==> config.mk <==
export PLATFORM = sky130hd
export DESIGN_NAME = nvrc_ctrl
export DESIGN_NICKNAME = d
export VERILOG_FILES = /design/src/nvrc_ctrl.v /design/src/nvrc_latch_bank.v
export VERILOG_INCLUDE_DIRS = /design/src
export SDC_FILE = /design/constraint.sdc
export NUM_CORES = 1
export LEC_CHECK = 0
export BUFFER_PORTS_ARGS = -buffer_cell sky130_fd_sc_hd__clkbuf_2
export CAP_MARGIN = 20
export CORE_MARGIN = 2
export CORE_UTILIZATION = 55
export CTS_CLUSTER_DIAMETER = 120
export DETAILED_ROUTE_END_ITERATION = 8
export GPL_TIMING_DRIVEN = 0
export PLACE_DENSITY_LB_ADDON = 0.05
export SLEW_MARGIN = 20
export SYNTH_ARGS = -nofsm -noshare
export SYNTH_HDL_FRONTEND = slang
export SYNTH_HIERARCHICAL = 1
export SYNTH_SLANG_ARGS = --single-unit
==> constraint.sdc <==
create_clock -name aclk -period 7.76 [get_ports aclk]
set_input_delay 0.388 -clock aclk [delete_from_list [all_inputs] [get_ports aclk]]
set_output_delay 0.388 -clock aclk [all_outputs]
set_load 0.05 [all_outputs]
==> src/nvrc_defs.vh <==
// Purpose: constants for the nonvolatile read access controller
// Assumes: 32-bit AXI4-Lite register bus, one aligned word per register
// Notes: offsets are byte addresses
`ifndef NVRC_DEFS_VH
`define NVRC_DEFS_VH

// register byte offsets
`define NVRC_OFF_CTRL      12'h000
`define NVRC_OFF_ADDR_LO   12'h004
`define NVRC_OFF_ADDR_HI   12'h008
`define NVRC_OFF_DATA_LO   12'h00c
`define NVRC_OFF_DATA_HI   12'h010
`define NVRC_OFF_STATUS    12'h014
`define NVRC_OFF_LATCH     12'h018

// control register fields
`define NVRC_CTRL_RD       0
`define NVRC_CTRL_SPACE    1
`define NVRC_CTRL_WREN     2
`define NVRC_CTRL_FREE     3
`define NVRC_CTRL_BULK     4

// status register fields
`define NVRC_ST_BUSY       0
`define NVRC_ST_BLOCKED    1
`define NVRC_ST_BULK_REJ   2
`define NVRC_ST_WPROT      3
`define NVRC_ST_STORE_REJ  4

// memory geometry
`define NVRC_PFM_WORDS     8192
`define NVRC_ROW_WORDS     32
`define NVRC_EE_BYTES      256
`define NVRC_EE_BASE       15'h7000
`define NVRC_ERASED_WORD   14'h3fff

// axi responses
`define NVRC_RESP_OKAY     2'b00
`define NVRC_RESP_SLVERR   2'b10

`endif

==> src/nvrc_ctrl.v <==
// Purpose: nonvolatile memory read access control between cpu and arrays
// Assumes: arrays answer reads combinationally; cpu honours stall
// Notes: register file on AXI4-Lite; guards come from config pins
// Function
// - two memories, flash and eeprom, via pointer and register interface
// - code guard blocks register read triggers and self-write; only the pins lift it
// - write guard range blocks self-write and erase, not programmer
// - flash words are 14 bits, with id, config and vector space
// - flash read by fetch and pointer; register interface reads and writes
// - every read returns exactly one memory word
// - erased flash bits read one; programming only clears bits
// - rows of 32 words, 32 write latches, 8192 words total
// - write latches filled only through the data register pair
// - erased words may be programmed without prior row erase
// - self-programming allows row write and row erase, rejects bulk erase
// - eeprom holds 256 bytes, read by pointer and register interface
// - eeprom written per word; flash written per row
// - pointer load with nonvolatile address returns that location's data
// - pointer read takes one cycle, cpu suspended then resumes
// - pointer store instructions never modify nonvolatile memory
// - register interface reaches pointer space, ids; write trigger on id and config raises row program or erase
// - code guarded device refuses register interface read and write triggers
// - after trigger cpu stalls and data lands next cycle
// - data pair holds result until next read or software write
// - hardware clears read trigger when read completes
`timescale 1ns/1ps
`default_nettype none
`include "nvrc_defs.vh"
module nvrc_ctrl #(
    parameter PFM_AW = 13,
    parameter ROW_WORDS = `NVRC_ROW_WORDS
) (
    input wire aclk,
    input wire aresetn,
    // axi4-lite slave
    input wire [11:0] s_axi_awaddr,
    input wire s_axi_awvalid,
    output reg s_axi_awready,
    input wire [31:0] s_axi_wdata,
    input wire [3:0] s_axi_wstrb,
    input wire s_axi_wvalid,
    output reg s_axi_wready,
    output reg [1:0] s_axi_bresp,
    output reg s_axi_bvalid,
    input wire s_axi_bready,
    input wire [11:0] s_axi_araddr,
    input wire s_axi_arvalid,
    output reg s_axi_arready,
    output reg [31:0] s_axi_rdata,
    output reg [1:0] s_axi_rresp,
    output reg s_axi_rvalid,
    input wire s_axi_rready,
    // cpu indirect pointer port
    input wire ptr_rd,
    input wire ptr_wr,
    input wire [15:0] indirect_pointer,
    output reg [13:0] ptr_data_q,
    output reg ptr_valid_q,
    output reg cpu_stall_q,
    // configuration straps, pins
    input wire code_guard_flash_n,
    input wire code_guard_eeprom_n,
    input wire [1:0] write_guard_range,
    // array read ports
    output reg [PFM_AW-1:0] pfm_addr_q,
    input wire [13:0] pfm_rdata,
    output reg [7:0] ee_addr_q,
    input wire [7:0] ee_rdata,
    output reg [14:0] cfg_addr_q,
    input wire [13:0] cfg_rdata,
    // array write request (taken by the programming sequencer)
    output reg prog_row_q,
    output reg erase_row_q,
    output reg ee_write_q,
    output reg [13:0] prog_data_q
);
    // ****************************************
    // configuration synchronisers
    // ****************************************
    reg [3:0] cfg_s1_q;
    reg [3:0] cfg_s2_q;
    always @(posedge aclk) begin
        if (!aresetn) begin
            cfg_s1_q <= 4'h0;
            cfg_s2_q <= 4'h0;
        end else begin
            cfg_s1_q <= {code_guard_flash_n, code_guard_eeprom_n, write_guard_range};
            cfg_s2_q <= cfg_s1_q;
        end
    end
    wire guard_flash = ~cfg_s2_q[3];
    wire guard_ee = ~cfg_s2_q[2];
    wire [1:0] wrange = cfg_s2_q[1:0];
    // guarded device refuses register interface read and write triggers
    wire reg_locked = guard_flash | guard_ee;

    // ****************************************
    // registers
    // ****************************************
    reg rd_q;
    reg space_select_bit_q;
    reg wren_q;
    reg free_q;
    reg [7:0] address_low_byte_q;
    reg [6:0] address_high_byte_q;
    reg [7:0] data_low_byte_q;
    reg [5:0] data_high_byte_q;
    reg blocked_q;
    reg bulk_rej_q;
    reg wprot_q;
    reg store_rej_q;
    reg pend_q;
    wire [14:0] nv_addr = {address_high_byte_q, address_low_byte_q};
    wire [4:0] fill_idx;
    wire [13:0] latch_rd;

    // write protection: 00 all, 01 lower half, 10 lower eighth, 11 none
    reg wp_hit;
    always @* begin
        case (wrange)
            2'b00: wp_hit = 1'b1;
            2'b01: wp_hit = (nv_addr[12:0] < 13'h1000);
            2'b10: wp_hit = (nv_addr[12:0] < 13'h0400);
            default: wp_hit = 1'b0;
        endcase
    end

    // ****************************************
    // axi write channel
    // ****************************************
    reg aw_held_q;
    reg w_held_q;
    reg [11:0] awaddr_q;
    reg [31:0] wdata_q;
    reg [3:0] wstrb_q;
    wire wr_go = aw_held_q & w_held_q & ~s_axi_bvalid;
    wire wr_ctrl = wr_go & (awaddr_q == `NVRC_OFF_CTRL) & wstrb_q[0];
    wire wr_dlo = wr_go & (awaddr_q == `NVRC_OFF_DATA_LO) & wstrb_q[0];
    wire wr_dhi = wr_go & (awaddr_q == `NVRC_OFF_DATA_HI) & wstrb_q[0];
    wire wr_map = (awaddr_q == `NVRC_OFF_CTRL) || (awaddr_q == `NVRC_OFF_ADDR_LO) ||
        (awaddr_q == `NVRC_OFF_ADDR_HI) || (awaddr_q == `NVRC_OFF_DATA_LO) ||
        (awaddr_q == `NVRC_OFF_DATA_HI) || (awaddr_q == `NVRC_OFF_STATUS);
    // high byte write completes the word and, with wren set in flash space, fills the next latch
    wire latch_load = wr_dhi & wren_q & ~space_select_bit_q;
    wire trig_rd = wr_ctrl & wdata_q[`NVRC_CTRL_RD];
    wire trig_bulk = wr_ctrl & wdata_q[`NVRC_CTRL_BULK];

    always @(posedge aclk) begin
        if (!aresetn) begin
            aw_held_q <= 1'b0;
            w_held_q <= 1'b0;
            awaddr_q <= 12'h000;
            wdata_q <= 32'h0000_0000;
            wstrb_q <= 4'h0;
            s_axi_awready <= 1'b0;
            s_axi_wready <= 1'b0;
            s_axi_bvalid <= 1'b0;
            s_axi_bresp <= `NVRC_RESP_OKAY;
        end else begin
            s_axi_awready <= ~aw_held_q & ~s_axi_awready & s_axi_awvalid;
            s_axi_wready <= ~w_held_q & ~s_axi_wready & s_axi_wvalid;
            if (s_axi_awvalid && s_axi_awready) begin
                aw_held_q <= 1'b1;
                awaddr_q <= {s_axi_awaddr[11:2], 2'b00};
            end
            if (s_axi_wvalid && s_axi_wready) begin
                w_held_q <= 1'b1;
                wdata_q <= s_axi_wdata;
                wstrb_q <= s_axi_wstrb;
            end
            if (wr_go) begin
                aw_held_q <= 1'b0;
                w_held_q <= 1'b0;
                s_axi_bvalid <= 1'b1;
                s_axi_bresp <= wr_map ? `NVRC_RESP_OKAY : `NVRC_RESP_SLVERR;
            end else if (s_axi_bvalid && s_axi_bready) begin
                s_axi_bvalid <= 1'b0;
            end
        end
    end

    // ****************************************
    // control, address and status registers
    // ****************************************
    wire reg_rd_done;
    always @(posedge aclk) begin
        if (!aresetn) begin
            rd_q <= 1'b0;
            space_select_bit_q <= 1'b0;
            wren_q <= 1'b0;
            free_q <= 1'b0;
            address_low_byte_q <= 8'h00;
            address_high_byte_q <= 7'h00;
            blocked_q <= 1'b0;
            bulk_rej_q <= 1'b0;
            wprot_q <= 1'b0;
            store_rej_q <= 1'b0;
            prog_row_q <= 1'b0;
            erase_row_q <= 1'b0;
            ee_write_q <= 1'b0;
            prog_data_q <= 14'h0000;
        end else begin
            prog_row_q <= 1'b0;
            erase_row_q <= 1'b0;
            ee_write_q <= 1'b0;
            if (wr_ctrl) begin
                space_select_bit_q <= wdata_q[`NVRC_CTRL_SPACE];
                wren_q <= wdata_q[`NVRC_CTRL_WREN];
                free_q <= wdata_q[`NVRC_CTRL_FREE];
                // sticky flags: writing one clears
                if (wdata_q[8 + `NVRC_ST_BLOCKED]) blocked_q <= 1'b0;
                if (wdata_q[8 + `NVRC_ST_BULK_REJ]) bulk_rej_q <= 1'b0;
                if (wdata_q[8 + `NVRC_ST_WPROT]) wprot_q <= 1'b0;
                if (wdata_q[8 + `NVRC_ST_STORE_REJ]) store_rej_q <= 1'b0;
            end
            if (wr_go && awaddr_q == `NVRC_OFF_ADDR_LO && wstrb_q[0]) begin
                address_low_byte_q <= wdata_q[7:0];
            end
            if (wr_go && awaddr_q == `NVRC_OFF_ADDR_HI && wstrb_q[0]) begin
                address_high_byte_q <= wdata_q[6:0];
            end
            // read trigger; refused when the device is guarded
            if (trig_rd && !rd_q && !reg_locked) begin
                rd_q <= 1'b1;
            end
            if (reg_rd_done) begin
                rd_q <= 1'b0;
            end
            // write trigger: row program, row erase or eeprom word
            if (wr_ctrl && wdata_q[5] && wren_q && !reg_locked) begin
                if (space_select_bit_q && nv_addr >= `NVRC_EE_BASE) begin
                    ee_write_q <= 1'b1;
                    prog_data_q <= {6'h00, data_low_byte_q};
                end else if (!space_select_bit_q && wp_hit) begin
                    wprot_q <= 1'b1;
                end else if (free_q) begin
                    erase_row_q <= 1'b1;
                end else begin
                    prog_row_q <= 1'b1;
                    prog_data_q <= latch_rd;
                end
            end
            if ((trig_rd || (wr_ctrl && wdata_q[5])) && reg_locked) begin
                blocked_q <= 1'b1;
            end
            if (trig_bulk) begin
                bulk_rej_q <= 1'b1;
            end
            if (ptr_wr) begin
                store_rej_q <= 1'b1;
            end
        end
    end

    // ****************************************
    // read engine: one word, one stall cycle
    // ****************************************
    wire ptr_pfm = indirect_pointer[15];
    wire ptr_ee = ~indirect_pointer[15] && (indirect_pointer[14:8] == 7'h70);
    reg ptr_pend_q;
    reg ptr_is_ee_q;
    reg reg_kind_q;
    assign reg_rd_done = pend_q;
    always @(posedge aclk) begin
        if (!aresetn) begin
            pend_q <= 1'b0;
            ptr_pend_q <= 1'b0;
            ptr_is_ee_q <= 1'b0;
            reg_kind_q <= 1'b0;
            cpu_stall_q <= 1'b0;
            ptr_valid_q <= 1'b0;
            ptr_data_q <= 14'h0000;
            data_low_byte_q <= 8'h00;
            data_high_byte_q <= 6'h00;
            pfm_addr_q <= {PFM_AW{1'b0}};
            ee_addr_q <= 8'h00;
            cfg_addr_q <= 15'h0000;
        end else begin
            pend_q <= 1'b0;
            ptr_pend_q <= 1'b0;
            ptr_valid_q <= 1'b0;
            cpu_stall_q <= 1'b0;
            if (ptr_rd && (ptr_pfm || ptr_ee)) begin // pointer reads ignore code guard
                pfm_addr_q <= indirect_pointer[PFM_AW-1:0];
                ee_addr_q <= indirect_pointer[7:0];
                ptr_is_ee_q <= ptr_ee;
                ptr_pend_q <= 1'b1;
                cpu_stall_q <= 1'b1;
            end else if (rd_q && !pend_q && !ptr_pend_q) begin
                pfm_addr_q <= nv_addr[PFM_AW-1:0];
                ee_addr_q <= nv_addr[7:0];
                cfg_addr_q <= nv_addr;
                reg_kind_q <= space_select_bit_q;
                pend_q <= 1'b1;
                cpu_stall_q <= 1'b1;
            end
            if (ptr_pend_q) begin
                ptr_data_q <= ptr_is_ee_q ? {6'h00, ee_rdata} : pfm_rdata;
                ptr_valid_q <= 1'b1;
            end
            if (pend_q) begin
                // space bit picks flash or id/config/eeprom space
                if (!reg_kind_q) begin
                    {data_high_byte_q, data_low_byte_q} <= pfm_rdata;
                end else if (cfg_addr_q >= `NVRC_EE_BASE) begin
                    {data_high_byte_q, data_low_byte_q} <= {6'h00, ee_rdata};
                end else begin
                    {data_high_byte_q, data_low_byte_q} <= cfg_rdata;
                end
            end else begin
                if (wr_dlo) data_low_byte_q <= wdata_q[7:0];
                if (wr_dhi) data_high_byte_q <= wdata_q[5:0];
            end
        end
    end

    // ****************************************
    // write latches
    // ****************************************
    nvrc_latch_bank #(
        .WORDS(ROW_WORDS),
        .AW(5)
    ) u_latch (
        .aclk(aclk),
        .aresetn(aresetn),
        .load(latch_load),
        .load_data({wdata_q[5:0], data_low_byte_q}),
        .clear(prog_row_q),
        .rd_idx(nv_addr[4:0]),
        .rd_data(latch_rd),
        .fill_idx(fill_idx)
    );

    // ****************************************
    // axi read channel
    // ****************************************
    reg [31:0] rd_mux;
    always @* begin
        case ({s_axi_araddr[11:2], 2'b00})
            `NVRC_OFF_CTRL: rd_mux = {27'h000_0000, 1'b0, free_q, wren_q, space_select_bit_q, rd_q};
            `NVRC_OFF_ADDR_LO: rd_mux = {24'h00_0000, address_low_byte_q};
            `NVRC_OFF_ADDR_HI: rd_mux = {25'h000_0000, address_high_byte_q};
            `NVRC_OFF_DATA_LO: rd_mux = {24'h00_0000, data_low_byte_q};
            `NVRC_OFF_DATA_HI: rd_mux = {26'h000_0000, data_high_byte_q};
            `NVRC_OFF_STATUS: rd_mux = {27'h000_0000, store_rej_q, wprot_q, bulk_rej_q, blocked_q, rd_q | pend_q};
            `NVRC_OFF_LATCH: rd_mux = {27'h000_0000, fill_idx};
            default: rd_mux = 32'h0000_0000;
        endcase
    end
    always @(posedge aclk) begin
        if (!aresetn) begin
            s_axi_arready <= 1'b0;
            s_axi_rvalid <= 1'b0;
            s_axi_rdata <= 32'h0000_0000;
            s_axi_rresp <= `NVRC_RESP_OKAY;
        end else begin
            s_axi_arready <= 1'b0;
            if (s_axi_arvalid && !s_axi_arready && !s_axi_rvalid) begin
                s_axi_arready <= 1'b1;
                s_axi_rvalid <= 1'b1;
                s_axi_rdata <= rd_mux;
                s_axi_rresp <= (s_axi_araddr[11:2] > 10'd6) ? `NVRC_RESP_SLVERR : `NVRC_RESP_OKAY;
            end else if (s_axi_rvalid && s_axi_rready) begin
                s_axi_rvalid <= 1'b0;
            end
        end
    end
endmodule
`default_nettype wire

==> src/nvrc_latch_bank.v <==
// Purpose: row write latches, filled only through the data register pair
// Assumes: index advances per load, wraps at the row size
// Notes: no direct write addressing from outside; reads are addressed by rd_idx
`timescale 1ns/1ps
`default_nettype none
`include "nvrc_defs.vh"
module nvrc_latch_bank #(
    parameter WORDS = 32,
    parameter AW = 5
) (
    input wire aclk,
    input wire aresetn,
    input wire load,
    input wire [13:0] load_data,
    input wire clear,
    input wire [AW-1:0] rd_idx,
    output wire [13:0] rd_data,
    output wire [AW-1:0] fill_idx
);
    reg [13:0] mem [0:WORDS-1];
    reg [AW-1:0] idx_q;
    integer i;

    always @(posedge aclk) begin
        if (!aresetn || clear) begin
            idx_q <= {AW{1'b0}};
            for (i = 0; i < WORDS; i = i + 1) begin
                mem[i] <= `NVRC_ERASED_WORD;
            end
        end else if (load) begin
            mem[idx_q] <= load_data;
            idx_q <= idx_q + 1'b1;
        end
    end

    assign rd_data = mem[rd_idx];
    assign fill_idx = idx_q;
endmodule
`default_nettype wire

==> flow_summary.toml <==
[synth]
synth_flop_cell = "edfxtp_1"
synth_area_um2 = 28200
netlist_instances = 2366
synth.largest_area_cell = "edfxtp_1"
synth-seq-area-share_pct = 58.8
ys_async_sr_fraction_pct = 0
synth-edff-count = 448
synth_seq_cells = 603
ys_warn_count = 6
yosysTopAreaCellShare_pct = 47.8
synth_top_cells_by_area = "edfxtp_1, mux2i_1, dfxtp_1, or3_1, or2_2"
syn_area_per_cell_um2 = 11.9
ys_types = 68

[cts]
cts_buffer_depth = 3
numCtsBuffers = 61
cts_sinks = 603
cts_tree = "yes"
postCtsSetupBuffers = 0
h-tree-depth = 2
clkTransAtPathRegs_ps = 60
clock_latency_ps = 630
cts-root-buf = "clkbuf_16"

[pwr]
intPower_mw = 5.17
p_comb_share_pct = 4.4
p_seq_share_pct = 52.4
leakage_nw = 9.81
switchingPower_mw = 1.47
power_mw = 6.64
vdd_drop_max_mv = 0.173
p_sw_share_pct = 22.1
power_density_nw_per_um2 = 205
clkPwrFrac_pct = 43.2

[worst_hold_path]
worstHoldPathCells = 3
holdPathEnd = "ptr_data_q[8]"
hp-start = "pfm_rdata[8]"
min_path_type = "in -> reg"

[run_status]
status = "completed"

[grt]
overflow = 0
grt_pass1_vias = 20200
grtUsageTotal_pct = 32.5
grt_pass1_wl_um = 127000
grt_antenna_before_repair = 3
grt_max_degree = 15

[cells_and_area]
antenna_cells = 0
mostFrequentLayoutCell = "edfxtp_1"
drive_gt1_share_pct = 23.5
final_cell_mix = "edfxtp_1, mux2i_1, or3_1"
fin_util_pct = 64.2
finalNetCount = 2800
synthToLayoutAreaGrowth_pct = 14.8

[drt]
routedWlPerCell_um = 25.5
drc = 0
postRouteAntennaNets = 0
dr.first_iter.drc_count = 2147
drt_wl_total_um = 86500
via_per_inst = 5.98
num_vias = 20300
drt_pre_antenna_iters = 5

[sta]
hold_viol = 0
fin_crit_sh_pct = 54.8
finalCriticalPeriod_ps = 4250
setup-violations-final = 0
worst_pin_slew_ps = 986
setup_tns_ps = 0
timing.fmax_mhz = 235
finalMaxSlewViolations = 0
finClkSkew_ps = 17.0
rsz0062_at_grt = "false"
slew_headroom_pct = 34.2

[worst_setup_path]
worst-path-buf-inv = 2
cp.required_ps = 8010
r2r-start = "awaddr_q[8]"
end_kind = "flip-flop"
r2r-end = "u_latch/mem[7][8]"
critical-path-slowest-cell = "nand4_1"
path_class = "reg -> reg"
reg2reg_slack_ps = 3510
cp-start-kind = "flip-flop"
worst-path-stages = 9
slowest_delay_ps = 610
worstPathMaxFanout = 14
arrival_ps = 4500
worstPathCellList = "nor4_4 -> nand4_1 -> nor3b_1 -> buf_4 -> nand2_2 -> nor2_2 -> nand2_1 -> clkbuf_1 -> nand2_1"
crit_family = "simple AND/OR/NAND/NOR gates"
reg2reg_depth = 9
path_common_cell = "nand2_1"

[place]
place_congestion = 0.943
port_buffers = 179
dp_hpwl_um = 61800

[die]
dieWidth_um = 230
die-area_um2 = 53000
ios = 235
start_util_pct = 55.9
die_height_um = 230
core_area_um2 = 50400
rows = 82

[run]
max_cap_violations = 0
-- cells in the mapped netlist, types with 3 or more instances --
library cell / number
a211oi_1: 24
buf_1: 10
mux2_2: 20
a22o_1: 29
buf_4: 56
buf_2: 22
o211a_1: 8
a21o_1: 14
o211ai_1: 12
ha_1: 4
and3_1: 8
and2_1: 13
or2_2: 224
nand3_1: 55
nand3b_1: 4
nor3b_2: 3
o2bb2ai_1: 3
nor2_1: 49
inv_1: 14
nor3_1: 21
nand4_1: 22
nor2b_1: 12
nor3b_1: 6
o21ai_0: 29
nand2_1: 183
nor4_1: 4
a22oi_1: 59
dfxtp_1: 155
a21oi_1: 82
buf_6: 9
a31oi_1: 15
mux2i_1: 317
edfxtp_1: 448
clkbuf_1: 159
nand2b_1: 7
or3_1: 227
-- logic make-up after synthesis --
logic type,after synthesis,synth area share [%]
AOI/OAI and AO/OA,284,6.85
xor gates and xnor gates,3,0.0933
adders and majority gates,4,0.178
buffers and inverters,270,4.68
DFF,603,58.8
muxes,339,12.2
other,1,0.0133
and+or+nand+nor,862,17.2
-- power groups by stage --
stage | combinational (mW) | clock [mW] | sequential [mW]
floorplan | 0.150 | 0 | 3.57
global placement | 0.267 | 0 | 3.55
detailed placement | 0.276 | 0 | 3.55
CTS | 0.289 | 2.89 | 3.48
global route | 0.309 | 3.02 | 3.48
finish | 0.291 | 2.87 | 3.48
-- flip-flops by register name, indices dropped and copies added, names as in the netlist, 4 cells and up --
name	count
u_latch/mem	448
cfg_addr_q	15
prog_data_q	14
ptr_data_q	14
pfm_addr_q	13
wdata_q	12
awaddr_q	10
address_low_byte_q	8
data_low_byte_q	8
s_axi_rdata	8
address_high_byte_q	7
data_high_byte_q	6
u_latch/fill_idx	5
cfg_s1_q	4
cfg_s2_q	4
-- per-layer routing --
metal | vias to the layer above | track usage (%) | part of all wire [%]
met5 | - | 0 | 0
met4 | 0 | 12.2 | 4.1
met3 | 180 | 7.13 | 9.3
met2 | 956 | 53.0 | 47
met1 | 9945 | 42.7 | 39
li1 | 9199 | - | -
-- worst max path at each step --
stage	endpoint	from
4_1_cts	u_latch/mem[7][7]	awaddr_q[8]
6_report	u_latch/mem[7][8]	awaddr_q[8]
2_1_floorplan	u_latch/mem[14][0]	s_axi_bvalid
3_3_place_gp	u_latch/mem[26][7]	awaddr_q[8]
3_5_place_dp	u_latch/mem[7][2]	awaddr_q[8]
5_1_grt	u_latch/mem[7][7]	awaddr_q[8]
-- worst reg2reg max path, delay by kind of cell (launching register included) --
family,cells,cell delay (ps)
buf+inv,2,540
simple gates,7,3000
flops,1,330
-- through the flow --
stage               hold WS, ps  cells  cell area, µm²  setup WS (ps)
global route               24.6   3392           32300           3290
detailed placement          424   3249           30100           3570
finish                     17.6   3392           32300           3510
floorplan                   412   2391           28300           4090
CTS                       0.179   3392           32300           3560
global placement            418   3242           30000           2790
-- timing repair --
item | 4_1_cts | 5_1_grt
hold buffers | 31 | 0
resized for setup | 0 | 0
hold endpoints to repair | 31 | 0
-- area by class of cell --
class | instances | area, µm²
buffer | 256 | 1270
clock buffer | 76 | 1610
clock inverter | 36 | 300
fill | 3971 | 18000
inverter | 14 | 52.6
multi-input combinational | 1518 | 10400
sequential | 603 | 16600
tap | 672 | 841
timing repair buffer | 217 | 1280
(Power assumes the default switching activity.)
